`config.mk`:
```
export PLATFORM = sky130hd
export DESIGN_NAME = eca_top
export DESIGN_NICKNAME = d
export VERILOG_FILES = /design/src/design/eca_pkg.sv /design/src/design/eca_ser_if.sv /design/src/design/eca_serial.sv /design/src/design/eca_top.sv
export SDC_FILE = /design/constraint.sdc
export NUM_CORES = 1
export LEC_CHECK = 0
export BUFFER_PORTS_ARGS = -buffer_cell sky130_fd_sc_hd__buf_2
export CAP_MARGIN = 10
export CORE_MARGIN = 2
export CORE_UTILIZATION = 35
export DETAILED_ROUTE_END_ITERATION = 16
export GPL_TIMING_DRIVEN = 0
export SYNTH_ARGS = -nofsm -noshare
export SYNTH_HDL_FRONTEND = slang
export SYNTH_SLANG_ARGS = --single-unit
export TNS_END_PERCENT = 5
```
`constraint.sdc`:
```
create_clock -name pclk -period 2.6 [get_ports pclk]
set_input_delay 0.26 -clock pclk [delete_from_list [all_inputs] [get_ports pclk]]
set_output_delay 0.26 -clock pclk [all_outputs]
set_load 0.03 [all_outputs]
```
`src/design/eca_pkg.sv`:
```
// Shared constants and types for the EEPROM configuration access block.
package eca_pkg;

  // Register byte offsets on the APB slave.
  localparam logic [7:0] ADDR_CTRL = 8'hc8;
  localparam logic [7:0] ADDR_TEST = 8'hcc;
  localparam logic [7:0] ADDR_INT_STAT = 8'hd0;
  localparam logic [7:0] ADDR_INT_MASK = 8'hd4;
  localparam logic [7:0] ADDR_IDENT = 8'hf0;

  // Field positions in the cycle control word.
  localparam int CTRL_START_BIT = 0;
  localparam int CTRL_CMD_BIT = 1;
  localparam int CTRL_ERR_BIT = 2;
  localparam int CTRL_ALOK_BIT = 3;
  localparam int CTRL_RATE_LSB = 6;
  localparam int CTRL_ADDR_LSB = 8;
  localparam int CTRL_DATA_LSB = 16;

  // Field positions in the strap and test word.
  localparam int TEST_LSB_BIT = 29;
  localparam int TEST_SLOW_BIT = 28;
  localparam int TEST_NOBYP_BIT = 27;
  localparam int TEST_ALOK_BIT = 26;
  localparam int TEST_ALDIS_BIT = 24;

  // Interrupt status and mask bit positions.
  localparam int INT_DONE_BIT = 0;
  localparam int INT_ERR_BIT = 1;
  localparam int INT_AL_BIT = 2;
  localparam int INT_WIDTH = 3;

  // Clock rate codes and the divisors they select.
  localparam logic [1:0] RATE_SLOW = 2'h1;
  localparam logic [1:0] RATE_FAST = 2'h2;
  localparam logic [8:0] DIV_SLOW = 9'h100;
  localparam logic [8:0] DIV_FAST = 9'h080;

  // Serial frame lengths in bits.
  localparam logic [4:0] HDR_BITS = 5'h0a;
  localparam logic [4:0] WR_BITS = 5'h1a;
  localparam logic [4:0] RD_BITS = 5'h10;

  // Word addresses read by autoload.
  localparam logic [7:0] AL_VEN_ADDR = 8'h00;
  localparam logic [7:0] AL_PRD_ADDR = 8'h01;

  // Reset values.
  localparam logic [1:0] RATE_RST = 2'h1;
  localparam logic [INT_WIDTH-1:0] INT_RST = 3'h0;

  typedef enum logic [4:0] {
    ST_STRAP = 5'b00001,
    ST_LOAD = 5'b00010,
    ST_WAIT = 5'b00100,
    ST_READY = 5'b01000,
    ST_BUSY = 5'b10000
  } eca_state_type;

  typedef enum logic [3:0] {
    PH_IDLE = 4'b0001,
    PH_OUT = 4'b0010,
    PH_ACK = 4'b0100,
    PH_IN = 4'b1000
  } eca_phase_type;

endpackage

```
`src/design/eca_ser_if.sv`:
```
// Request and answer signals between the controller and the serial engine.
`timescale 1ns/100ps
`default_nettype none
interface eca_ser_if;
  logic req;
  logic cmd;
  logic fast;
  logic lsb_first;
  logic [7:0] addr;
  logic [15:0] wdata;
  logic done;
  logic ack_err;
  logic [15:0] rdata;

  modport ctrl (
    output req,
    output cmd,
    output fast,
    output lsb_first,
    output addr,
    output wdata,
    input done,
    input ack_err,
    input rdata
  );

  modport eng (
    input req,
    input cmd,
    input fast,
    input lsb_first,
    input addr,
    input wdata,
    output done,
    output ack_err,
    output rdata
  );
endinterface
`default_nettype wire

```
`src/design/eca_serial.sv`:
```
// Serial engine that runs one EEPROM read or write frame.
`timescale 1ns/100ps
`default_nettype none
module eca_serial (
  input wire logic pclk,
  input wire logic presetn,
  eca_ser_if.eng ser,
  input wire logic ee_data_i,
  output logic ee_clk,
  output logic ee_data_o,
  output logic ee_data_oe
);

  eca_pkg::eca_phase_type ph_r;
  logic [8:0] cnt_r;
  logic [8:0] div_r;
  logic [4:0] bits_r;
  logic [25:0] sh_r;
  logic [15:0] rd_r;
  logic cmd_r, lsb_r, clk_r, do_r, oe_r, done_r, err_r;

  wire logic start_ok = ser.req && (ph_r == eca_pkg::PH_IDLE);
  wire logic [8:0] div_sel = ser.fast ? eca_pkg::DIV_FAST : eca_pkg::DIV_SLOW;
  wire logic cnt_mid = (cnt_r == ((div_r >> 1) - 9'h001));
  wire logic cnt_last = (cnt_r == (div_r - 9'h001));
  wire logic last_bit = (bits_r == 5'h01);
  wire logic [7:0] addr_rev = {<<{ser.addr}};
  wire logic [15:0] wd_rev = {<<{ser.wdata}};
  wire logic [7:0] addr_ord = ser.lsb_first ? addr_rev : ser.addr;
  wire logic [15:0] wd_ord = ser.lsb_first ? wd_rev : ser.wdata;
  wire logic ack_fin = (ph_r == eca_pkg::PH_ACK) && cnt_last
                       && (err_r || cmd_r);
  wire logic in_fin = (ph_r == eca_pkg::PH_IN) && cnt_last && last_bit;

  ////////////////////////////////////////////////////////////////////////////
  // Bit timing: low for the first half of each bit, high for the second.
  always_ff @(posedge pclk or negedge presetn) begin
    if (!presetn) begin
      cnt_r <= 9'h000;
      clk_r <= 1'b0;
    end else begin
      cnt_r <= (start_ok || cnt_last || ph_r == eca_pkg::PH_IDLE) ? 9'h000
               : cnt_r + 9'h001;
      if (ph_r != eca_pkg::PH_IDLE && cnt_mid) begin
        clk_r <= 1'b1;
      end else if (cnt_last) begin
        clk_r <= 1'b0;
      end
    end
  end

  ////////////////////////////////////////////////////////////////////////////
  // Frame sequencing.
  always_ff @(posedge pclk or negedge presetn) begin
    if (!presetn) begin
      ph_r <= eca_pkg::PH_IDLE;
      div_r <= eca_pkg::DIV_SLOW;
      bits_r <= 5'h00;
      sh_r <= 26'h000_0000;
      rd_r <= 16'h0000;
      cmd_r <= 1'b0;
      lsb_r <= 1'b1;
      do_r <= 1'b0;
      oe_r <= 1'b0;
      done_r <= 1'b0;
      err_r <= 1'b0;
    end else begin
      done_r <= ack_fin || in_fin;
      unique case (ph_r)
        eca_pkg::PH_IDLE: begin
          if (start_ok) begin
            ph_r <= eca_pkg::PH_OUT;
            div_r <= div_sel;
            cmd_r <= ser.cmd;
            lsb_r <= ser.lsb_first;
            sh_r <= {1'b1, ser.cmd, addr_ord, wd_ord};
            bits_r <= ser.cmd ? eca_pkg::WR_BITS : eca_pkg::HDR_BITS;
            do_r <= 1'b1;
            oe_r <= 1'b1;
            err_r <= 1'b0;
          end
        end
        eca_pkg::PH_OUT: begin
          if (cnt_last) begin
            if (last_bit) begin
              ph_r <= eca_pkg::PH_ACK;
              oe_r <= 1'b0;
            end else begin
              sh_r <= {sh_r[24:0], 1'b0};
              do_r <= sh_r[24];
              bits_r <= bits_r - 5'h01;
            end
          end
        end
        eca_pkg::PH_ACK: begin
          if (cnt_mid) begin
            err_r <= ee_data_i;
          end
          if (ack_fin) begin
            ph_r <= eca_pkg::PH_IDLE;
          end else if (cnt_last) begin
            ph_r <= eca_pkg::PH_IN;
            bits_r <= eca_pkg::RD_BITS;
          end
        end
        eca_pkg::PH_IN: begin
          if (cnt_mid) begin
            rd_r <= lsb_r ? {ee_data_i, rd_r[15:1]} : {rd_r[14:0], ee_data_i};
          end
          if (in_fin) begin
            ph_r <= eca_pkg::PH_IDLE;
          end else if (cnt_last) begin
            bits_r <= bits_r - 5'h01;
          end
        end
      endcase
    end
  end

  assign ee_clk = clk_r;
  assign ee_data_o = do_r;
  assign ee_data_oe = oe_r;
  assign ser.done = done_r;
  assign ser.ack_err = err_r;
  assign ser.rdata = rd_r;
endmodule
`default_nettype wire

```
`src/design/eca_top.sv`:
```
// EEPROM configuration access controller with APB registers and autoload.
//
// The APB interface to the registers was decided locally.
`timescale 1ns/100ps
`default_nettype none
module eca_top #(
  // Default identities; the values are arbitrary.
  parameter logic [15:0] VEN_DEFAULT = 16'h0a5a,
  parameter logic [15:0] PRD_DEFAULT = 16'h0c3c
) (
  input wire logic pclk,
  input wire logic presetn,
  input wire logic psel,
  input wire logic penable,
  input wire logic pwrite,
  input wire logic [7:0] paddr,
  input wire logic [31:0] pwdata,
  output logic [31:0] prdata,
  output logic pready,
  output logic pslverr,
  input wire logic [2:0] strap_grant,
  input wire logic ee_data_i,
  output logic ee_clk,
  output logic ee_data_o,
  output logic ee_data_oe,
  output logic irq
);

  eca_ser_if ser ();

  eca_pkg::eca_state_type st_r;
  logic start_r, cmd_r, err_r, al_ok_r, al_dis_r, al_idx_r;
  logic lsb_r, slow_r, nobyp_r, req_r, irq_r;
  logic [1:0] rate_r;
  logic [7:0] addr_r;
  logic [15:0] data_r, ven_r, prd_r, ven_tmp_r;
  logic [eca_pkg::INT_WIDTH-1:0] int_stat_r, int_mask_r;
  logic [31:0] prdata_r;
  logic pready_r, pslverr_r;

  ////////////////////////////////////////////////////////////////////////////
  // APB decode. Every access takes one wait state.
  wire logic apb_acc = psel && penable && !pready_r;
  wire logic apb_done = psel && penable && pready_r;
  wire logic apb_wr = apb_done && pwrite;
  wire logic sel_ctrl = (paddr == eca_pkg::ADDR_CTRL);
  wire logic sel_test = (paddr == eca_pkg::ADDR_TEST);
  wire logic sel_stat = (paddr == eca_pkg::ADDR_INT_STAT);
  wire logic sel_mask = (paddr == eca_pkg::ADDR_INT_MASK);
  wire logic sel_ident = (paddr == eca_pkg::ADDR_IDENT);
  wire logic sel_any = sel_ctrl || sel_test || sel_stat || sel_mask
                       || sel_ident;

  wire logic is_ready = (st_r == eca_pkg::ST_READY);
  wire logic is_busy = (st_r == eca_pkg::ST_BUSY);
  wire logic is_wait = (st_r == eca_pkg::ST_WAIT);
  wire logic al_mode = !(is_ready || is_busy);
  // Control writes are ignored while a cycle or autoload is in flight.
  wire logic wr_ctrl = apb_wr && sel_ctrl && is_ready;
  wire logic sw_go = wr_ctrl && pwdata[eca_pkg::CTRL_START_BIT];
  wire logic sw_end = is_busy && ser.done;
  wire logic al_end = is_wait && ser.done;
  wire logic al_good = al_end && !ser.ack_err && al_idx_r;

  wire logic [31:0] rd_ctrl = {data_r, addr_r, rate_r, 2'b00, al_ok_r,
                               err_r, cmd_r, start_r};
  wire logic [31:0] rd_test = {2'b00, lsb_r, slow_r, nobyp_r, al_ok_r,
                               1'b0, al_dis_r, 24'h00_0000};
  wire logic [31:0] rd_stat = {29'h0000_0000, int_stat_r};
  wire logic [31:0] rd_mask = {29'h0000_0000, int_mask_r};
  wire logic [31:0] rd_ident = {prd_r, ven_r};
  wire logic [31:0] rd_mux = sel_ctrl ? rd_ctrl
                           : sel_test ? rd_test
                           : sel_stat ? rd_stat
                           : sel_mask ? rd_mask
                           : sel_ident ? rd_ident
                           : 32'h0000_0000;

  wire logic [eca_pkg::INT_WIDTH-1:0] int_ev = {al_end && (al_idx_r
                                                || ser.ack_err),
                                                ser.done && ser.ack_err,
                                                sw_end};
  wire logic [eca_pkg::INT_WIDTH-1:0] int_clr = (apb_wr && sel_stat)
                                     ? pwdata[eca_pkg::INT_WIDTH-1:0]
                                     : 3'h0;
  wire logic [eca_pkg::INT_WIDTH-1:0] int_stat_nxt = (int_stat_r & ~int_clr)
                                                     | int_ev;
  wire logic [eca_pkg::INT_WIDTH-1:0] int_mask_nxt = (apb_wr && sel_mask)
                                     ? pwdata[eca_pkg::INT_WIDTH-1:0]
                                     : int_mask_r;

  always_ff @(posedge pclk or negedge presetn) begin
    if (!presetn) begin
      pready_r <= 1'b0;
      pslverr_r <= 1'b0;
      prdata_r <= 32'h0000_0000;
    end else begin
      pready_r <= apb_acc;
      pslverr_r <= apb_acc && !sel_any;
      prdata_r <= (apb_acc && !pwrite) ? rd_mux : 32'h0000_0000;
    end
  end

  ////////////////////////////////////////////////////////////////////////////
  // Interrupt status, set wins over a write-one clear.
  always_ff @(posedge pclk or negedge presetn) begin
    if (!presetn) begin
      int_stat_r <= eca_pkg::INT_RST;
      int_mask_r <= eca_pkg::INT_RST;
      irq_r <= 1'b0;
    end else begin
      int_stat_r <= int_stat_nxt;
      int_mask_r <= int_mask_nxt;
      // The interrupt uses the next status and mask, so it tracks both.
      irq_r <= |(int_stat_nxt & int_mask_nxt);
    end
  end

  ////////////////////////////////////////////////////////////////////////////
  // Straps are caught on the first edge after reset release.
  always_ff @(posedge pclk or negedge presetn) begin
    if (!presetn) begin
      lsb_r <= 1'b1;
      slow_r <= 1'b0;
      nobyp_r <= 1'b1;
    end else if (st_r == eca_pkg::ST_STRAP) begin
      lsb_r <= strap_grant[2];
      slow_r <= strap_grant[1];
      nobyp_r <= strap_grant[0];
    end
  end

  ////////////////////////////////////////////////////////////////////////////
  // Sequencer for autoload and software cycles.
  always_ff @(posedge pclk or negedge presetn) begin
    if (!presetn) begin
      st_r <= eca_pkg::ST_STRAP;
      al_idx_r <= 1'b0;
      al_dis_r <= 1'b1;
      al_ok_r <= 1'b0;
      req_r <= 1'b0;
      ven_tmp_r <= 16'h0000;
    end else begin
      req_r <= (st_r == eca_pkg::ST_LOAD) || sw_go;
      unique case (st_r)
        eca_pkg::ST_STRAP: begin
          al_dis_r <= !strap_grant[0];
          st_r <= strap_grant[0] ? eca_pkg::ST_LOAD : eca_pkg::ST_READY;
        end
        eca_pkg::ST_LOAD: begin
          st_r <= eca_pkg::ST_WAIT;
        end
        eca_pkg::ST_WAIT: begin
          if (al_end) begin
            if (ser.ack_err || al_idx_r) begin
              st_r <= eca_pkg::ST_READY;
              al_ok_r <= al_good;
            end else begin
              ven_tmp_r <= ser.rdata;
              al_idx_r <= 1'b1;
              st_r <= eca_pkg::ST_LOAD;
            end
          end
        end
        eca_pkg::ST_READY: begin
          if (sw_go) begin
            st_r <= eca_pkg::ST_BUSY;
          end
        end
        eca_pkg::ST_BUSY: begin
          if (sw_end) begin
            st_r <= eca_pkg::ST_READY;
          end
        end
      endcase
    end
  end

  ////////////////////////////////////////////////////////////////////////////
  // Identity registers keep their defaults unless both words load cleanly.
  always_ff @(posedge pclk or negedge presetn) begin
    if (!presetn) begin
      ven_r <= VEN_DEFAULT;
      prd_r <= PRD_DEFAULT;
    end else if (al_good) begin
      ven_r <= ven_tmp_r;
      prd_r <= ser.rdata;
    end
  end

  ////////////////////////////////////////////////////////////////////////////
  // Cycle control word.
  always_ff @(posedge pclk or negedge presetn) begin
    if (!presetn) begin
      start_r <= 1'b0;
      cmd_r <= 1'b0;
      err_r <= 1'b0;
      rate_r <= eca_pkg::RATE_RST;
      addr_r <= 8'h00;
      data_r <= 16'h0000;
    end else if (wr_ctrl) begin
      start_r <= pwdata[eca_pkg::CTRL_START_BIT];
      cmd_r <= pwdata[eca_pkg::CTRL_CMD_BIT];
      rate_r <= pwdata[eca_pkg::CTRL_RATE_LSB +: 2];
      addr_r <= pwdata[eca_pkg::CTRL_ADDR_LSB +: 8];
      data_r <= pwdata[eca_pkg::CTRL_DATA_LSB +: 16];
    end else if (sw_end) begin
      start_r <= 1'b0;
      err_r <= ser.ack_err;
      if (!cmd_r) begin
        data_r <= ser.rdata;
      end
    end
  end

  assign ser.req = req_r;
  assign ser.cmd = al_mode ? 1'b0 : cmd_r;
  assign ser.addr = al_mode ? (al_idx_r ? eca_pkg::AL_PRD_ADDR
                                        : eca_pkg::AL_VEN_ADDR) : addr_r;
  assign ser.wdata = data_r;
  assign ser.lsb_first = lsb_r;
  // Autoload uses the strap speed; software cycles use the rate code.
  assign ser.fast = al_mode ? !slow_r : (rate_r == eca_pkg::RATE_FAST);

  eca_serial u_serial (
    .pclk(pclk),
    .presetn(presetn),
    .ser(ser.eng),
    .ee_data_i(ee_data_i),
    .ee_clk(ee_clk),
    .ee_data_o(ee_data_o),
    .ee_data_oe(ee_data_oe)
  );

  assign prdata = prdata_r;
  assign pready = pready_r;
  assign pslverr = pslverr_r;
  assign irq = irq_r;
endmodule
`default_nettype wire

```
==> impl_metrics.tcl, run 1 <==
set metrics [dict create \
    cts_root_buf "clkbuf_16" \
    dieArea_mm2 0.02762 \
    power.density_mw_per_mm2 596.1 \
    post_synth_mux_area_share_pct 14.36 \
    place_area_mm2 0.01007 \
    cts_tree "done" \
    antenna_found_initial 0 \
    grt_pass1_vias 6557 \
    syn_nets 888 \
    fp-row-count 59 \
    drtPass1Iterations 5 \
    vias_per_cell 5.156 \
    synth_top_family_by_area "multiplexers" \
    cp_top_family "simple AND/OR/NAND/NOR gates" \
    synth-simple-area-share_pct 13.51 \
    clock_latency_ps 440 \
    p_int_mw 4.733 \
    final_cells 1286 \
    routedWlPerCell_um 17.64 \
    grt_pass1_wl_um 36960 \
    synth_xor_area_share_pct 1.617 \
    cp_cell_sequence "inv_1 -> ha_1 -> xnor2_1 -> or4_4 -> buf_6 -> o21a_4 -> buf_6 -> nand2_1 -> o21ai_1" \
    drc 0 \
    finalCriticalPeriod_ps 2409 \
    fin_ws_ps 190.7 \
    tightest_slew_ps 980.3 \
    stdcell_area_mm2 0.01067 \
    clk_pin_slew_ps 70 \
    synthFlopType "dfrtp_1" \
    syn_area_per_cell_um2 11.03 \
    drv_cap 0 \
    cts_max_path_buffers 2 \
    end_kind "register" \
    worst-endpoint-arrival_ps 2720 \
    grt_max_degree 120 \
    initialDrtViolationCount 483 \
    skew_ps 14.14 \
    grt_overflow 0 \
    crit_buf_inv 3 \
    yosys_warnings 0 \
    required_ps 2910 \
    utilization_pct 41.19 \
    worst-setup-path-type "register to register" \
    drv_slew 0 \
    fin_crit_sh_pct 92.66 \
    vias 6631 \
    io_pins 87 \
    numCtsBuffers 17 \
    fin_setup_tns_ps 0 \
    final_cell_mix "178 x dfrtp_1, 104 x buf_2, 100 x nor2_1, 65 x mux2_2, 64 x nand2_1" \
    fmax_mhz 415.1 \
    slowest_stage "dfstp_2" \
    sequentialPowerShare_pct 49.8 \
    rsz0062_at_grt "false" \
    async_flop_share_pct 100.0 \
    power_frac_clock_pct 41.5 \
    place_ws_ps 161.0 \
    synth_edf_count 0 \
    synthDistinctLibCells 74 \
    die_w_um 166.2 \
    placed_cells 1253 \
    start_kind "register" \
    synth_seq_cells 198 \
    place.gp.congestion 0.8240 \
    netlist_area_mm2 0.009208 \
    hold_viol_final 0 \
    worstHoldPathType "input port to register" \
    ir_drop_uv 399.1 \
    power_frac_comb_pct 8.7 \
    final_common_cell "dfrtp_1" \
    dp.final_hpwl_um 16160 \
    power.leakage_nw 5.016 \
    synth_cells 835 \
    max_stage_delay_ps 540 \
    yosysSeqAreaShare_pct 54.08 \
    syn_to_final_growth_pct 15.93 \
    cts_htree_levels 4 \
    ant_nets 0 \
    setup_viol 0 \
    place.port_buffers 82 \
    drive_gt1_share_pct 27.66 \
    switching_share_pct 25.61 \
    diodes 0 \
    p_sw_mw 1.629 \
    fin_nets 991 \
    status "finished clean" \
    crit_top_cell "buf_6" \
    wl_um 22680 \
    crit_fanout 10 \
    die_h_um 166.2 \
    clock-sinks 198 \
    synth-adder-area-share_pct 0.5436 \
    post_cts_buffers 0 \
    core_area_mm2 0.02591 \
    synth_compound_area_share_pct 12.26 \
    grt_use_total_pct 16.86 \
    slew_headroom_pct 34.14 \
    start_util_pct 35.54 \
]
==> cell type report <==
type	instances	area, um^2
clock buffers	18	439.2
multi-input cells	572	3906
well taps	335	419.2
flip-flops and latches	198	4980
clock inverters	14	141.4
plain buffers	51	277.8
repair buffers	84	457.9
fillers	2476	15240
inverters	14	52.55
==> cells by family (layout without fill, tap and decap cells) <==
logic type	count (synthesis)	after routing
AOI/OAI and AO/OA	171	171
and+or+nand+nor	255	255
DFF	198	198
adders and majority gates	4	4
other	1	1
buffers and inverters	65	181
xor gates and xnor gates	17	17
muxes	124	124
==> flip-flops by register name, summed over array words and instances, names as in the netlist, 2 cells and up <==
| signal | cells |
|---|---|
| u_serial.ser.rdata | 16 |
| u_serial.div_r | 2 |
| int_stat_r | 3 |
| data_r | 16 |
| u_serial.sh_r | 25 |
| prd_r | 16 |
| u_serial.ph_r | 4 |
| addr_r | 8 |
| ven_tmp_r | 16 |
| int_mask_r | 3 |
| u_serial.cnt_r | 9 |
| st_r | 5 |
| prdata | 32 |
| u_serial.bits_r | 5 |
| rate_r | 2 |
| ven_r | 16 |
==> cell usage after synthesis, types with 12 or more instances <==
master    instances  share of area, %
mux2_2           65               7.9
buf_2            23               1.3
a21oi_1          58               3.2
nand3_1          12              0.65
inv_1            14              0.57
nor3_1           22               1.2
dfrtp_1         178                48
o21ai_2          13               1.2
mux2i_1          59               6.4
dfstp_2          20               5.7
clkbuf_1         17              0.69
a22oi_1          31               2.5
nand2_1          64               2.6
o21ai_0          30               1.6
nor2_1          100               4.1
==> metal layers <==
| layer | share of wire (%) | GRT usage [%] |
|---|---|---|
| met4 | 1.3 | 4.310 |
| met1 | 48 | 24.75 |
| met3 | 4.7 | 3.289 |
| met2 | 46 | 25.60 |
| met5 | 0 | 0 |
==> power by group through the flow <==
stage | clock, mW | combinational, mW | sequential [mW]
floorplan | 0 | 0.356 | 3.22
global placement | 0 | 0.543 | 3.23
detailed placement | 0 | 0.559 | 3.23
CTS | 2.70 | 0.561 | 3.17
global route | 2.83 | 0.616 | 3.17
finish | 2.64 | 0.554 | 3.17
==> through the flow <==
stage	power (mW)	hold WS, ps
6_report	6.363	58.75
5_1_grt	6.618	41.94
4_1_cts	6.427	41.66
3_5_place_dp	3.788	295.2
3_3_place_gp	3.770	463.2
2_1_floorplan	3.580	-35.59
==> worst paths after layout <==
check / from / endpoint / slack (ps) / depth (start not counted)
max reg2reg: u_serial.div_r[8] / u_serial.sh_r[0] / 190 / 9
max: u_serial.div_r[8] / u_serial.sh_r[0] / 190 / 9
min in group asynchronous: presetn / int_stat_r[1] / 390 / 2
max in group asynchronous: presetn / u_serial.bits_r[1] / 1210 / 3
min: pwdata[8] / addr_r[0] / 60 / 2
min reg2reg: u_serial.sh_r[10] / u_serial.sh_r[10] / 480 / 2
==> what timing repair did <==
action	CTS	global route
endpoints found under the setup margin	0	9
resized for setup	0	1
hold buffers	1	0
hold endpoints to repair	72	0
==> worst register-to-register path, delay by kind of cell (launching register included) <==
family / cells / cell delay, ps
AOI/OAI and AO/OA: 2 / 320
xor gates and xnor gates: 1 / 190
adders and majority gates: 1 / 300
buffers and inverters: 3 / 350
DFF: 1 / 540
and+or+nand+nor: 2 / 590
(Power assumes the default switching activity.)
==> run 2, diff against run 1 <==
--- a/config.mk
+++ b/config.mk
@@ -7,8 +7,9 @@
 export LEC_CHECK = 0
 export BUFFER_PORTS_ARGS = -buffer_cell sky130_fd_sc_hd__buf_2
 export CAP_MARGIN = 10
+export CORE_ASPECT_RATIO = 1.75
 export CORE_MARGIN = 2
-export CORE_UTILIZATION = 35
+export CORE_UTILIZATION = 40
 export DETAILED_ROUTE_END_ITERATION = 16
 export GPL_TIMING_DRIVEN = 0
 export SYNTH_ARGS = -nofsm -noshare
==> run 2 against run 1 <==
Core utilization increased by 6.2 points. Sequential cell count is the same. Fmax is essentially flat. Sequential share of layout area fell by 0.23 points. Final cell count shrank 2.6%. Final area rose by 0.50%.
==> impl_metrics.tcl, run 2 (synthesis results as in run 1) <==
set metrics [dict create \
    drtPass1Iterations 5 \
    clk_pin_slew_ps 70 \
    tightest_slew_ps 970.6 \
    place.gp.congestion 0.8483 \
    grtUsageMet1_pct 23.17 \
    cts_tree "done" \
    place.port_buffers 82 \
    fp-row-count 73 \
    use_met3_pct 3.591 \
    dieArea_mm2 0.02430 \
    required_ps 2920 \
    fin_setup_tns_ps 0 \
    grt_overflow 0 \
    dp.final_hpwl_um 17190 \
    slew_headroom_pct 34.80 \
    fin_crit_sh_pct 92.75 \
    worst-endpoint-arrival_ps 2730 \
    max_stage_delay_ps 530 \
    min-delay-start "pwdata[9]" \
    final_cell_mix "178 x dfrtp_1, 104 x buf_2, 100 x nor2_1, 65 x mux2_2, 64 x nand2_1" \
    drc 0 \
    clock-sinks 198 \
    io_pins 87 \
    final_common_cell "dfrtp_1" \
    clock_latency_ps 440 \
    skew_ps 9.695 \
    rsz0062_at_grt "false" \
    power.leakage_nw 5.058 \
    worstHoldPathType "input port to register" \
    core_area_mm2 0.02265 \
    startpoint "u_serial.div_r[8]" \
    largest_register_ffs 32 \
    numCtsBuffers 17 \
    setup_viol 0 \
    hold_viol_final 0 \
    routedWlPerCell_um 18.78 \
    drv_cap 0 \
    reg2reg_slack_ps 190 \
    top_usage_layer "met2" \
    start_kind "register" \
    hold_ws_ps 48.68 \
    ant_nets 0 \
    grt_pass1_vias 6836 \
    finalCriticalPeriod_ps 2412 \
    grt_max_degree 120 \
    crit_fanout 10 \
    status "finished clean" \
    grt_pass1_wl_um 37400 \
    grt_use_total_pct 20.16 \
    slowest_stage "dfstp_2" \
    vias 6694 \
    worst-setup-path-type "register to register" \
    cp_cell_sequence "inv_1 -> ha_1 -> xnor2_1 -> or4_4 -> buf_6 -> o21a_4 -> buf_6 -> nand2_1 -> o21ai_1" \
    antenna_found_initial 0 \
    fin_nets 992 \
    vias_per_cell 5.347 \
    crit_top_cell "buf_6" \
    drv_slew 0 \
    cts_max_path_buffers 2 \
    power.density_mw_per_mm2 623.2 \
    die_h_um 204.7 \
    ir_drop_uv 436.5 \
    end_kind "register" \
    wl_um 23510 \
    grtUsageMet2_pct 35.98 \
    die_w_um 118.7 \
    diodes 0 \
    cts_root_buf "clkbuf_16" \
    cts_htree_levels 4 \
    initialDrtViolationCount 357 \
    reg2reg_from "u_serial.div_r[8]" \
    syn_to_final_growth_pct 16.51 \
    fmax_mhz 414.7 \
    start_util_pct 40.65 \
    drive_gt1_share_pct 27.31 \
]
## run 2: cell types whose count changed in the layout (fill, tap and decap cells not counted), sizes merged
cell / before / now
clkbuf: 35 / 41
clkinv: 7 / 3
bufinv: 1 / 5
inv: 20 / 14
buf: 117 / 118
## run 2: per-layer routing
metal	vias to the layer above	share of wire (%)
li1	3155	-
met2	148	53
met4	0	3.8
met1	3342	40
met3	49	3.3
met5	-	0
## run 2: per-stage QoR
stage	power, mW	worst slack, ps	utilization (%)	cells	area (um^2)
finish	6.685	188.4	47.36	1252	10730
global route	6.901	68.26	47.36	1252	10730
CTS	6.749	105.1	47.32	1252	10720
detailed placement	3.799	130.8	44.40	1219	10060
global placement	3.789	-2168	44.12	1217	9993
floorplan	3.580	307.5	-	835	9208
## run 2: final timing paths
path                                      to  depth (start not counted)
max                         u_serial.sh_r[0]                          9
min                                addr_r[1]                          2
max reg2reg                 u_serial.sh_r[0]                          9
min reg2reg                  u_serial.ee_clk                          2
max in group asynchronous           ven_r[9]                          4
min in group asynchronous  u_serial.cnt_r[2]                          2
## run 2: what timing repair did
item / in CTS / in global routing
setup buffers: 0 / 0
endpoints found under the hold margin: 108 / 0
hold buffers: 1 / 0
resized for setup: 0 / 1
endpoints found under the setup margin: 0 / 10
## run 2: area by class of cell
| cell class | instances | area [um^2] |
|---|---|---|
| tap | 300 | 375.4 |
| clock inverter | 8 | 168.9 |
| clock buffer | 24 | 481.7 |
| inverter | 14 | 52.55 |
| fill | 2208 | 11920 |
| sequential | 198 | 4980 |
| buffer | 51 | 277.8 |
| multi-input combinational | 572 | 3906 |
| timing repair buffer | 85 | 485.5 |
## run 2: critical path, delay by kind of cell, from the launching register on
| family | cells | cell delay, ps |
|---|---|---|
| xor gates and xnor gates | 1 | 180 |
| and+or+nand+nor | 2 | 590 |
| AOI/OAI and AO/OA | 2 | 320 |
| DFF | 1 | 530 |
| adders and majority gates | 1 | 310 |
| buffers and inverters | 3 | 360 |
## run 2: report_power, final
group	internal (mW)	total [mW]	switching, mW
sequential	3.15	3.18	0.0307
combinational	0.215	0.569	0.353
clock	1.79	2.94	1.15
total	5.15	6.69	1.54
==> run 3, diff against run 2 <==
--- a/config.mk
+++ b/config.mk
@@ -5,6 +5,7 @@
 export SDC_FILE = /design/constraint.sdc
 export NUM_CORES = 1
 export LEC_CHECK = 0
+export ABC_AREA = 1
 export BUFFER_PORTS_ARGS = -buffer_cell sky130_fd_sc_hd__buf_2
 export CAP_MARGIN = 10
 export CORE_ASPECT_RATIO = 1.75
==> run 3 against run 2 <==
First-iteration DRC count increased by 72%. Worst setup slack improved by 86 ps. Non-clock buffer count increased by 3. Critical path type unchanged. Highest routed layer unchanged.
==> impl_metrics.tcl, run 3 <==
set metrics [dict create \
    status "finished clean" \
    diodes 0 \
    cts_tree "done" \
    yosys.cell_count.top_type "nand2_1" \
    core_area_mm2 0.02315 \
    cts_root_buf "clkbuf_16" \
    syn_to_final_growth_pct 15.25 \
    place.port_buffers 83 \
    ys_top_cells_by_count "363 x nand2_1, 178 x dfrtp_1, 137 x o21ai_0" \
    clock-sinks 198 \
    ir_drop_uv 463.9 \
    hold_viol_final 0 \
    reg2reg_slack_ps 270 \
    min_to "slow_r" \
    final_cell_mix "363 x nand2_1, 178 x dfrtp_1, 137 x o21ai_0, 107 x inv_1, 99 x buf_2" \
    grt_use_total_pct 22.51 \
    crit_buf_inv 3 \
    setup_viol 0 \
    antenna_found_initial 0 \
    start_kind "register" \
    worst-endpoint-arrival_ps 2630 \
    drv_slew 0 \
    fp-row-count 74 \
    yosys_warnings 0 \
    final_common_cell "nand2_1" \
    cp_top_family "simple AND/OR/NAND/NOR gates" \
    tightest_slew_ps 667.1 \
    cts_htree_levels 4 \
    fmax_mhz 430.0 \
    syn_area_per_cell_um2 8.160 \
    yosysSeqAreaShare_pct 53.25 \
    grt_max_degree 116 \
    multi_input_area_mm2 0.003686 \
    async_flop_share_pct 100.0 \
    min-delay-start "strap_grant[1]" \
    placed_cells 1534 \
    initialDrtViolationCount 615 \
    numCtsBuffers 17 \
    ant_nets 0 \
    synthDistinctLibCells 45 \
    regArea_mm2 0.004980 \
    power.density_mw_per_mm2 594.4 \
    io_pins 87 \
    clk_pin_slew_ps 80 \
    vias 7979 \
    cp_cell_sequence "inv_1 -> ha_1 -> inv_1 -> o21ai_0 -> nor2_1 -> nand3_1 -> nor2_2 -> clkbuf_1 -> o21ai_0" \
    die_w_um 119.6 \
    drv_cap 0 \
    end_kind "register" \
    worstHoldPathType "input port to register" \
    synth_seq_cells 198 \
    slowest_stage "dfstp_2" \
    netlist.area_leader.share_pct 47.63 \
    grt_overflow 0 \
    die_h_um 206.3 \
    place.gp.congestion 0.9209 \
    drtPass1Iterations 5 \
    dp.final_hpwl_um 20430 \
    reg2reg_to "u_serial.ser.rdata[6]" \
    post_cts_buffers 0 \
    max_stage_delay_ps 520 \
    rsz0062_at_grt "false" \
    fin_setup_tns_ps 0 \
    reg2reg_from "u_serial.div_r[8]" \
    num-fill-cells 2344 \
    synth_cells 1146 \
    netlist_area_mm2 0.009351 \
    synth_area_leaders "dfrtp_1 48%, nand2_1 15%, o21ai_0 7.3%, dfstp_2 5.6%, inv_1 4.3%" \
    final_cells 1567 \
    required_ps 2900 \
    drc 0 \
    grt_pass1_vias 7978 \
    vias_per_cell 5.092 \
    yosys.area.top_type "dfrtp_1" \
    power.leakage_nw 5.095 \
    grt_pass1_wl_um 42100 \
    fin_nets 1303 \
    skew_ps 7.673 \
    place_ws_ps 222.6 \
    synth_edf_count 0 \
    crit_fanout 10 \
    hold_depth 3 \
    finalCriticalPeriod_ps 2326 \
    syn_nets 1199 \
    cts_max_path_buffers 2 \
    drive_gt1_share_pct 15.76 \
    wl_um 26440 \
    start_util_pct 40.40 \
    fin_crit_sh_pct 89.45 \
    largest_register_ffs 32 \
    slew_headroom_pct 55.53 \
    dieArea_mm2 0.02467 \
    fin_ws_ps 274.4 \
    worst-setup-path-type "register to register" \
    synthFlopType "dfrtp_1" \
    reg2reg_depth 9 \
    routedWlPerCell_um 16.87 \
    clock_latency_ps 450 \
]
-- run 3: cell types whose count changed in the layout (fill, tap and decap cells not counted), sizes merged, moves of 29 or more --
cell / change
a22oi: -30
inv: +104
mux2: -65
mux2i: -58
nand2: +301
nand3: +52
nor2: -39
o211ai: +29
o21ai: +106
-- run 3: final cells by class --
cell class                      count  area share, %
Multi-Input combinational cell    778          34.20
Buffer                             54          2.345
Tap cell                          304          3.529
Clock buffer                       18          3.982
Inverter                          116          4.040
Timing Repair Buffer               85          4.295
Clock inverter                     14          1.405
Sequential cell                   198          46.20
-- run 3: repair_timing --
item,4_1_cts,5_1_grt
resized for setup,0,2
endpoints found under the setup margin,0,3
hold endpoints to repair,76,0
hold buffers,1,0
-- run 3: tightest hold or removal path, cell delays in order --
cell and delay, ps:
buf_2 100, nand2_1 50, nand2_1 40
-- run 3: worst max-delay path by stage --
stage | start | endpoint | slack [ps] | depth (start not counted)
2_1_floorplan | u_serial.div_r[8] | u_serial.sh_r[4] | 680 | 10
3_3_place_gp | presetn | prdata[10] | -2160 | 1
3_5_place_dp | u_serial.div_r[8] | u_serial.ser.rdata[4] | 220 | 9
4_1_cts | u_serial.div_r[8] | u_serial.ser.rdata[4] | 200 | 9
5_1_grt | u_serial.div_r[8] | u_serial.ser.rdata[5] | 110 | 9
6_report | u_serial.div_r[8] | u_serial.ser.rdata[6] | 270 | 9
-- run 3: per-layer routing --
metal	track usage [%]	vias up	wire [um]	share of wire [%]
li1	-	3935	-	-
met1	24.03	3800	9855	37
met2	43.31	201	14780	56
met3	3.918	43	1043	3.9
met4	8.950	0	757	2.9
met5	0	-	0	0
-- run 3: cells by family after synthesis --
group	share of synthesized area [%]
flops	53.25
other cells	0.04010
xor+xnor	0.2810
fa+ha+maj	0.5352
compound gates	13.75
buf+inv	7.359
simple gates	24.67
mux	0.1070
-- run 3: per-stage QoR --
step | hold slack (ps) | power, mW | utilization [%] | instance area, um^2
6_report | 31.45 | 6.406 | 46.56 | 10780
3_5_place_dp | 309.0 | 3.803 | 44.00 | 10180
5_1_grt | 17.61 | 6.645 | 46.56 | 10780
2_1_floorplan | -35.59 | 3.546 | - | 9351
4_1_cts | 11.04 | 6.456 | 46.55 | 10780
3_3_place_gp | 451.1 | 3.789 | 43.84 | 10150
-- run 3: power breakdown --
group	internal, mW	leakage, nW	switching (mW)	total [mW]
registers	3.15	2.62	0.0432	3.19
clock network	1.43	0.281	1.24	2.67
logic	0.133	2.20	0.414	0.547
